--- config.mk ---
export PLATFORM = sky130hd
export DESIGN_NAME = bcd_adjust_decrement_divide_unit
export DESIGN_NICKNAME = d
export VERILOG_FILES = /design/src/shared/bcd_unit_pkg.sv /design/src/rtl/bcd_adjust_decrement_divide_unit.sv
export VERILOG_INCLUDE_DIRS = /design/src /design/src/shared
export SDC_FILE = /design/constraint.sdc
export NUM_CORES = 1
export LEC_CHECK = 0
export BUFFER_PORTS_ARGS = -buffer_cell sky130_fd_sc_hd__buf_2
export CAP_MARGIN = 40
export CELL_PAD_IN_SITES_DETAIL_PLACEMENT = 1
export CELL_PAD_IN_SITES_GLOBAL_PLACEMENT = 1
export CORE_AREA = 2 2 121 170
export CTS_CLUSTER_DIAMETER = 80
export DETAILED_ROUTE_END_ITERATION = 6
export DIE_AREA = 0 0 123 172
export GPL_ROUTABILITY_DRIVEN = 0
export GPL_TIMING_DRIVEN = 0
export PLACE_DENSITY = 0.69
export SLEW_MARGIN = 5
export SYNTH_ARGS = -nofsm -noshare
export SYNTH_HDL_FRONTEND = slang
export SYNTH_SLANG_ARGS = --single-unit
--- constraint.sdc ---
create_clock -name ref_clk_i -period 5.2 [get_ports ref_clk_i]
set_input_delay 0.52 -clock ref_clk_i [delete_from_list [all_inputs] [get_ports ref_clk_i]]
set_output_delay 0.52 -clock ref_clk_i [all_outputs]
set_load 0.01 [all_outputs]
--- src/shared/bcd_unit_defines.svh ---
// Constants for the decimal adjust, decrement, interrupt disable and divide unit.
`ifndef BCD_UNIT_DEFINES_SVH
`define BCD_UNIT_DEFINES_SVH
`define ADJ_NONE 8'h00
`define ADJ_ADD_LO 8'h06
`define ADJ_ADD_HI 8'h60
`define ADJ_ADD_BOTH 8'h66
`define ADJ_SUB_LO 8'hfa
`define ADJ_SUB_HI 8'ha0
`define ADJ_SUB_BOTH 8'h9a
`define NIB_NINE 4'h9
`define NIB_EIGHT 4'h8
`define NIB_TWO 4'h2
`define NIB_THREE 4'h3
`define NIB_SIX 4'h6
`define NIB_SEVEN 4'h7
`define DIV_CYCLES_ZERO 10
`define DIV_CYCLES_NORMAL 26
`define DIV_MIN_ZERO 2
`define DIV_MIN_NORMAL 11
`define DIV_MAX_CYCLES 32
`define SYM_IE_BIT 0
`define BYTE_MSB 7
`define WORD_MSB 15
`endif

--- src/shared/bcd_unit_pkg.sv ---
// Types shared by the decimal adjust, decrement, interrupt disable and divide unit.
package bcd_unit_pkg;
  typedef enum logic [2:0] {
    op_decimal_adjust,
    op_byte_decrement,
    op_word_decrement,
    op_interrupt_disable,
    op_divide,
    op_none
  } op_sel_t;
  typedef enum logic [1:0] {
    st_idle,
    st_divide,
    st_finish
  } unit_state_t;
endpackage

--- src/rtl/bcd_adjust_decrement_divide_unit.sv ---
// Execution datapath for decimal adjust, decrements, interrupt disable and unsigned divide.
// How it works
// - Add-side adjust adds 00/06/60/66, sets carry.
// - Subtract-side adjust adds 00/FA/A0/9A, sets carry.
// - Non-BCD input gives an unspecified adjust result.
// - Adjust flags: carry, zero, sign; V undefined.
// - Byte decrement updates Z, S, V only.
// - Word decrement over pair updates Z, S, V.
// - Interrupt disable clears mode bit zero only.
// - Pending bits still set while disabled; no service.
// - Divide 16 by 8; remainder high, quotient low.
// - Divide operands are unsigned only.
// - Overflow on quotient above 255 or zero divisor.
// - Carry when overflow and quotient 256..511.
// - Zero on zero divisor/quotient; sign from quotient MSB.
// - Divide takes 10 cycles, or 26 cycles.
`timescale 1ns/1ps
`include "bcd_unit_defines.svh"

module bcd_adjust_decrement_divide_unit #(
  parameter int DIV_ZERO_CYCLES = `DIV_CYCLES_ZERO,
  parameter int DIV_NORMAL_CYCLES = `DIV_CYCLES_NORMAL
) (
  // Clock and reset.
  input wire logic ref_clk_i,
  input wire logic nrst_i,
  // Operation request; start is a one-cycle pulse taken while busy_o is low.
  input wire logic start_i,
  input wire logic [2:0] op_i,
  input wire logic sub_mode_i,
  // Operands from the register file.
  input wire logic [15:0] dst_i,
  input wire logic [7:0] src_i,
  // Flags before the operation.
  input wire logic carry_i,
  input wire logic zero_i,
  input wire logic sign_i,
  input wire logic overflow_i,
  input wire logic half_carry_i,
  // Interrupt enable control and requests.
  input wire logic global_enable_set_i,
  input wire logic [7:0] irq_i,
  input wire logic [7:0] pending_clear_i,
  // Results.
  output logic [15:0] result_o,
  output logic result_word_o,
  output logic done_o,
  output logic busy_o,
  output logic carry_o,
  output logic zero_o,
  output logic sign_o,
  output logic overflow_o,
  // Interrupt state.
  output logic system_mode_ie_o,
  output logic [7:0] pending_o,
  output logic service_req_o
);

  // The cycle counter is five bits wide, and a normal divide needs its nine step cycles plus
  // one settled cycle before the result is taken, so other counts cannot be served.
  if (DIV_ZERO_CYCLES < `DIV_MIN_ZERO || DIV_ZERO_CYCLES > DIV_NORMAL_CYCLES
      || DIV_NORMAL_CYCLES < `DIV_MIN_NORMAL
      || DIV_NORMAL_CYCLES > `DIV_MAX_CYCLES) begin : g_bad_counts
    $error("Divide cycle counts cannot be served.");
  end

  // Counter end points; the count reads one in the first cycle after the take edge.
  localparam logic [4:0] ZERO_CNT = 5'(DIV_ZERO_CYCLES - 1);
  localparam logic [4:0] NORM_CNT = 5'(DIV_NORMAL_CYCLES - 1);

  // Decimal adjust correction; outputs of invalid BCD are unspecified so any value is fine.
  function automatic logic [8:0] adjust(input logic sub, input logic c, input logic h,
                                        input logic [7:0] v);
    logic [3:0] hi;
    logic [3:0] lo;
    logic [7:0] add;
    logic cout;
    hi = v[7:4];
    lo = v[3:0];
    add = `ADJ_NONE;
    cout = 1'b0;
    if (!sub) begin
      if (!c) begin
        if (!h && hi <= `NIB_NINE && lo <= `NIB_NINE) add = `ADJ_NONE;
        else if (!h && hi <= `NIB_EIGHT && lo > `NIB_NINE) add = `ADJ_ADD_LO;
        else if (h && hi <= `NIB_NINE && lo <= `NIB_THREE) add = `ADJ_ADD_LO;
        else if (!h && hi > `NIB_NINE && lo <= `NIB_NINE) begin
          add = `ADJ_ADD_HI;
          cout = 1'b1;
        end else begin
          add = `ADJ_ADD_BOTH;
          cout = 1'b1;
        end
      end else begin
        cout = 1'b1;
        if (!h && hi <= `NIB_TWO && lo <= `NIB_NINE) add = `ADJ_ADD_HI;
        else add = `ADJ_ADD_BOTH;
      end
    end else begin
      // Subtraction side: each correction is the negative of its addition counterpart.
      if (!c) begin
        if (h && lo >= `NIB_SIX) add = `ADJ_SUB_LO;
        else add = `ADJ_NONE;
      end else begin
        cout = 1'b1;
        if (h && lo >= `NIB_SIX && hi >= `NIB_SIX) add = `ADJ_SUB_BOTH;
        else add = `ADJ_SUB_HI;
      end
    end
    adjust = {cout, 8'(v + add)};
  endfunction

  bcd_unit_pkg::unit_state_t state;
  logic [4:0] cycle_cnt;
  logic [4:0] cycle_end;
  logic [15:0] div_rem;
  logic [8:0] div_quot;
  logic [7:0] divisor;
  logic [3:0] bit_idx;
  logic div_by_zero;
  logic [16:0] trial;

  // Operation decode of the request.
  bcd_unit_pkg::op_sel_t op_sel;
  always_comb begin
    case (op_i)
      3'h0: op_sel = bcd_unit_pkg::op_decimal_adjust;
      3'h1: op_sel = bcd_unit_pkg::op_byte_decrement;
      3'h2: op_sel = bcd_unit_pkg::op_word_decrement;
      3'h3: op_sel = bcd_unit_pkg::op_interrupt_disable;
      3'h4: op_sel = bcd_unit_pkg::op_divide;
      default: op_sel = bcd_unit_pkg::op_none;
    endcase
  end

  // A request is taken only from idle, so a start during a divide is dropped without notice.
  logic take;
  assign take = start_i && state == bcd_unit_pkg::st_idle;

  // Restoring step: a clear borrow bit means the shifted divisor fits into the remainder.
  assign trial = {1'b0, div_rem} - {1'b0, 16'({8'h00, divisor} << bit_idx)};

  // Sequencer: single-cycle ops finish next edge; divide counts its fixed latency.
  always_ff @(posedge ref_clk_i or negedge nrst_i) begin
    if (!nrst_i) begin
      state <= bcd_unit_pkg::st_idle;
      cycle_cnt <= 5'h00;
      cycle_end <= 5'h00;
    end else begin
      case (state)
        bcd_unit_pkg::st_idle: begin
          cycle_cnt <= 5'h01;
          if (take && op_sel == bcd_unit_pkg::op_divide) begin
            state <= bcd_unit_pkg::st_divide;
            cycle_end <= (src_i == 8'h00) ? ZERO_CNT : NORM_CNT;
          end
        end
        bcd_unit_pkg::st_divide: begin
          cycle_cnt <= cycle_cnt + 5'h01;
          if (cycle_cnt == cycle_end) state <= bcd_unit_pkg::st_idle;
        end
        default: state <= bcd_unit_pkg::st_idle;
      endcase
    end
  end

  // Divider datapath: one quotient bit per cycle, MSB first, all unsigned.
  // A zero divisor skips the steps, so the stored pair is left as loaded.
  always_ff @(posedge ref_clk_i or negedge nrst_i) begin
    if (!nrst_i) begin
      div_rem <= 16'h0000;
      div_quot <= 9'h000;
      divisor <= 8'h00;
      bit_idx <= 4'h0;
      div_by_zero <= 1'b0;
    end else if (take && op_sel == bcd_unit_pkg::op_divide) begin
      div_rem <= dst_i;
      divisor <= src_i;
      div_quot <= 9'h000;
      bit_idx <= 4'h8;
      div_by_zero <= (src_i == 8'h00);
    end else if (state == bcd_unit_pkg::st_divide && !div_by_zero && bit_idx != 4'hf) begin
      // Subtract the divisor shifted to the current quotient bit whenever it fits.
      if (!trial[16] && bit_idx <= 4'h8) begin
        div_rem <= trial[15:0];
        div_quot[bit_idx] <= 1'b1;
      end
      bit_idx <= bit_idx - 4'h1;
    end
  end

  // Last counted cycle; results land on the same edge that ends the busy window.
  logic last_div;
  assign last_div = state == bcd_unit_pkg::st_divide && cycle_cnt == cycle_end;

  // Result and flag registers.
  always_ff @(posedge ref_clk_i or negedge nrst_i) begin
    logic [8:0] adj;
    logic [7:0] b;
    logic [15:0] w;
    if (!nrst_i) begin
      result_o <= 16'h0000;
      result_word_o <= 1'b0;
      done_o <= 1'b0;
      carry_o <= 1'b0;
      zero_o <= 1'b0;
      sign_o <= 1'b0;
      overflow_o <= 1'b0;
    end else begin
      done_o <= 1'b0;
      adj = adjust(sub_mode_i, carry_i, half_carry_i, dst_i[7:0]);
      b = 8'(dst_i[7:0] - 8'h01);
      w = 16'(dst_i - 16'h0001);
      // Untouched flags pass through from the inputs, so the caller can write all of them back.
      if (take) begin
        done_o <= op_sel != bcd_unit_pkg::op_divide;
        carry_o <= carry_i;
        zero_o <= zero_i;
        sign_o <= sign_i;
        overflow_o <= overflow_i;
        case (op_sel)
          bcd_unit_pkg::op_decimal_adjust: begin
            result_o <= {8'h00, adj[7:0]};
            result_word_o <= 1'b0;
            carry_o <= adj[8];
            zero_o <= adj[7:0] == 8'h00;
            sign_o <= adj[`BYTE_MSB];
          end
          bcd_unit_pkg::op_byte_decrement: begin
            result_o <= {8'h00, b};
            result_word_o <= 1'b0;
            zero_o <= b == 8'h00;
            sign_o <= b[`BYTE_MSB];
            overflow_o <= dst_i[7:0] == 8'h80;
          end
          bcd_unit_pkg::op_word_decrement: begin
            result_o <= w;
            result_word_o <= 1'b1;
            zero_o <= w == 16'h0000;
            sign_o <= w[`WORD_MSB];
            overflow_o <= dst_i == 16'h8000;
          end
          default: begin
            result_word_o <= 1'b0;
          end
        endcase
      end else if (last_div) begin
        done_o <= 1'b1;
        result_word_o <= 1'b1;
        result_o <= {div_rem[7:0], div_quot[7:0]};
        overflow_o <= div_by_zero || div_quot[8] || div_rem[15:8] >= divisor;
        // A quotient of 512 or more leaves a final remainder no smaller than the divisor.
        carry_o <= !div_by_zero && div_quot[8] && div_rem < {8'h00, divisor};
        zero_o <= div_by_zero || div_quot == 9'h000;
        sign_o <= div_quot[`BYTE_MSB];
      end
    end
  end

  // Global interrupt enable bit of the system mode register.
  always_ff @(posedge ref_clk_i or negedge nrst_i) begin
    if (!nrst_i) begin
      system_mode_ie_o <= 1'b0;
    end else if (take && op_sel == bcd_unit_pkg::op_interrupt_disable) begin
      system_mode_ie_o <= 1'b0;
    end else if (global_enable_set_i) begin
      system_mode_ie_o <= 1'b1;
    end
  end

  // Pending bits keep latching while disabled; a new request wins over a clear.
  always_ff @(posedge ref_clk_i or negedge nrst_i) begin
    if (!nrst_i) begin
      pending_o <= 8'h00;
    end else begin
      pending_o <= (pending_o & ~pending_clear_i) | irq_i;
    end
  end

  // Service request only while enabled, so disabling holds off servicing.
  always_ff @(posedge ref_clk_i or negedge nrst_i) begin
    if (!nrst_i) begin
      service_req_o <= 1'b0;
    end else begin
      service_req_o <= system_mode_ie_o && !(take && op_sel == bcd_unit_pkg::op_interrupt_disable)
                       && (pending_o != 8'h00);
    end
  end

  // Busy covers the whole divide, which is the window in which starts are ignored.
  always_ff @(posedge ref_clk_i or negedge nrst_i) begin
    if (!nrst_i) begin
      busy_o <= 1'b0;
    end else if (take && op_sel == bcd_unit_pkg::op_divide) begin
      busy_o <= 1'b1;
    end else if (last_div) begin
      busy_o <= 1'b0;
    end
  end

endmodule

==> impl.org <==
** Outcome
- Result of the run :: finished clean

** Critical path
- Slack of the worst reg-to-reg path :: 0.78 ns
- R2R Path End :: div_rem[1]$_DFFE_PN0P_
- Crit path capture type :: flip-flop
- Worst R2R Path Depth :: 15
- The startpoint identified for the worst register-to-register timing path is bit_idx[1]$_DFFE_PN0P_.
- Of all nets on the critical path, the largest fanout is 10.
- The critical path is of the reg -> reg type.
- Arrival time of data at the critical path endpoint :: 4.62 ns
- The worst setup path is launched from a flip-flop.
- Required time at the endpoint of the critical path :: 5.41 ns

** Yosys
- Unique masters post-synth :: 70
- Most common flop cell mapped by yosys :: dfrtp_1
- Of all flip-flops after synthesis, the portion carrying an async set or reset was 100.0%.
- Avg Synthesized Cell Area :: 8.819 um2
- Synthesis produced a netlist with a net count of 778.
- Summing every instance area after synthesis gives 5962 um2.
- For this run, the register share of the synthesized area comes to 33.16%.
- The Yosys step of the flow raised 0 warnings.
- Count of flip-flops with a built-in enable after synthesis :: 0
- In this run, synthesis produced a sequential element count of 79.
- In the synthesized netlist, the number of instances is 676.

** Final layout
- Register area :: 1977 um2
- Design area :: 6997 um2
- In the layout the commonest cells are 87 x buf_2, 79 x dfrtp_1, 58 x nor2_1, 57 x nand2_1, 47 x ha_1.
- The library cell used most frequently in the layout, excluding fill and tap cells, is buf_2.
- The multi-input combinational cells in the finished layout cover a total of 3651 um2.
- Area growth, synth to finish :: 17.36%
- Net count, final :: 873
- Of the cells placed in the final design, the portion with a size suffix greater than 1 is 17.14%.
- Filler Cells Inserted :: 2,355
- Diode insertion count for antenna repair :: 0

** Placed design
- After legalization and detailed placement, the total HPWL measured 16,300 um.
- Number of input and output port buffers inserted :: 83
- Placed instance area :: 6723 um2
- OpenSTA, run right after detailed placement, puts the worst setup slack at 0.8186 ns.

** Global routing
- Remaining Overflow, GRT :: 0
- Number of global-route vias before repair :: 5,653
- Global routing used 19.73% of the available tracks.
- Global-route wire length before repair :: 31,810 um
- Pin count of the biggest net entering global routing :: 64
- The number of antenna violations at the first check in global routing came to 0.

** Drt
- Initial DRC count :: 294
- In the routed design, unresolved DRC markers number 0.
- Via count :: 5,456
- For this block, the routed nets add up to 20,170 um of wire.
- Vias per cell :: 5.307
- Per-cell routed wire length :: 19.62 um
- The pre-antenna-repair detailed-routing pass consisted of 4 iterations.
- Antenna Violating Nets Remaining :: 0

** Timing
- The max-slew violation total from the final report was 0.
- Shortest clock period the worst path allows after layout :: 4.418 ns
- In this run the tightest slew margin relative to its limit is 52.19%.
- Setup repair after global routing left no endpoint under its margin.
- Final cycle utilization of the critical path :: 84.95%
- Tightest Pin Transition :: 0.7171 ns
- Between clock sinks in the finished design, the worst skew comes to 0.006386 ns.
- Post-route setup TNS :: 0 ns
- Achievable frequency :: 226.4 MHz
- In the post-route analysis, the smallest setup slack over all paths is 0.7824 ns.
- Setup violations remaining at the end of the flow were counted as 0.
- The final count of hold timing violations was 0.

** Clock network
- Worst-Skew Late Latency :: 0.34 ns
- Inserted Clock Buffers :: 9
- Number of gates resized after CTS :: 0
- Count of clock tree sinks :: 79
- Post-CTS Setup Inserts :: 0
- Total number of H-tree levels :: 3
- No sink is reached through more buffers than the 2 on the longest clock path.
- # hold bufs at CTS :: 0
- CTS root buffer :: clkbuf_16
- After clock tree synthesis, the clock-pin slew on the worst setup and hold paths is 0.06 ns.
- CTS tree :: built

** Pwr
- Power per cell area :: 646.0 nW/um2
- Largest voltage drop on the vdd net :: 0.1990 mV
- For this design the static power due to leakage is 3.157 nW.

** Floorplanning
- Area of the die :: 21,160 um2
- The core region is 19,690 um2.
- In this run the count of I/O pins placed on the die edge is 86.
- Overall die width :: 123 um
- Once the floorplan was initialized, standard cells occupied 30.28% of the core.
- The die is 172 um tall.
- The floorplan has 61 rows.

** Flow run
- # Max-Cap Violations :: 0

** Worst hold path
- In this run the worst hold path is classified as in -> async.
registers in the layout, summed over array words and instances, names as in the netlist, 2 cells and up:
| register | flops |
|---|---|
| cycle_cnt | 5 |
| div_quot | 9 |
| bit_idx | 4 |
| cycle_end | 2 |
| divisor | 8 |
| result_o | 16 |
| div_rem | 16 |
| pending_o | 8 |
per-layer routing:
metal,GRT usage (%),vias up,wire (um)
met3,1.781,37,426
met2,36.70,89,10740
met4,8.202,0,767
li1,-,2648,-
met1,22.79,2682,8236
met5,0,-,0
stage by stage:
| stage | cells | hold slack [ns] | utilization (%) | total power, mW |
|---|---|---|---|---|
| 4_1_cts | 1028 | 0.04274 | 35.53 | 4.553 |
| 3_5_place_dp | 1012 | 0.4086 | 34.14 | 3.939 |
| 5_1_grt | 1028 | 0.04907 | 35.53 | 4.937 |
| 3_3_place_gp | 1011 | 0.4583 | 33.99 | 3.848 |
| 2_1_floorplan | 676 | 0.2244 | - | 3.087 |
| 6_report | 1028 | 0.04746 | 35.53 | 4.520 |
cell usage after synthesis (7+ instances only):
cell      count  share of area, %
nor3_1       13               1.1
a221o_1       7               1.2
clkbuf_1     20               1.3
nor4_1       10               1.0
a22oi_1       8               1.0
dfrtp_1      79                33
o21a_1        8               1.0
inv_1        37               2.3
ha_1         47               9.9
and3_1        7              0.73
mux2i_1      13               2.2
nand2b_1     10               1.0
a21o_1       20               2.5
nand3_1      13               1.1
a21oi_1      46               3.9
nor2b_1      12               1.3
and2_1        8              0.84
xnor2_1      26               3.8
nor2_1       58               3.7
a31oi_1      10               1.0
xor2_1       11               1.6
a32o_1        8               1.3
nand2_1      57               3.6
o21ai_0      43               3.6
how the worst max path moves through the flow:
stage / start / endpoint / cells past startpoint
finish: bit_idx[1]$_DFFE_PN0P_ / div_rem[1]$_DFFE_PN0P_ / 15
global route: bit_idx[0]$_DFFE_PN0P_ / div_rem[8]$_DFFE_PN0P_ / 19
CTS: bit_idx[0]$_DFFE_PN0P_ / div_rem[8]$_DFFE_PN0P_ / 16
detailed placement: bit_idx[0]$_DFFE_PN0P_ / div_rem[8]$_DFFE_PN0P_ / 16
global placement: bit_idx[0]$_DFFE_PN0P_ / div_rem[8]$_DFFE_PN0P_ / 16
floorplan: bit_idx[0]$_DFFE_PN0P_ / div_rem[5]$_DFFE_PN0P_ / 17
critical path, stage by stage, from the launching register on:
cell      delay [ns]
dfrtp_1         0.38
clkbuf_1        0.34
clkbuf_1        0.39
nand2_1         0.10
o211a_1         0.14
a21oi_1         0.27
mux2i_1         0.14
or2_2           0.33
ha_1            0.36
inv_1           0.14
nor2_1          0.07
a311oi_2        0.64
o221ai_4        0.33
nor2_2          0.35
buf_6           0.21
a221oi_1        0.09
final cells by class:
class / instances / area share (%)
Multi-Input combinational cell: 524 / 52.18
Sequential cell: 79 / 28.25
Timing Repair Buffer: 84 / 6.366
Tap cell: 252 / 4.506
Clock buffer: 10 / 3.273
Buffer: 36 / 2.790
Inverter: 37 / 1.985
Clock inverter: 6 / 0.6438
cells by family after synthesis:
group,share of synthesized area [%]
simple gates,18.07
compound gates,23.88
flops,33.16
buf+inv,5.603
fa+ha+maj,10.54
xor+xnor,5.435
mux,3.316
report_power, final:
group / switching [mW] / internal, mW
registers: 0.237 / 0.865
clock network: 0.268 / 0.326
logic: 1.65 / 1.18
Note: power is estimated with default switching activity, not from simulation.
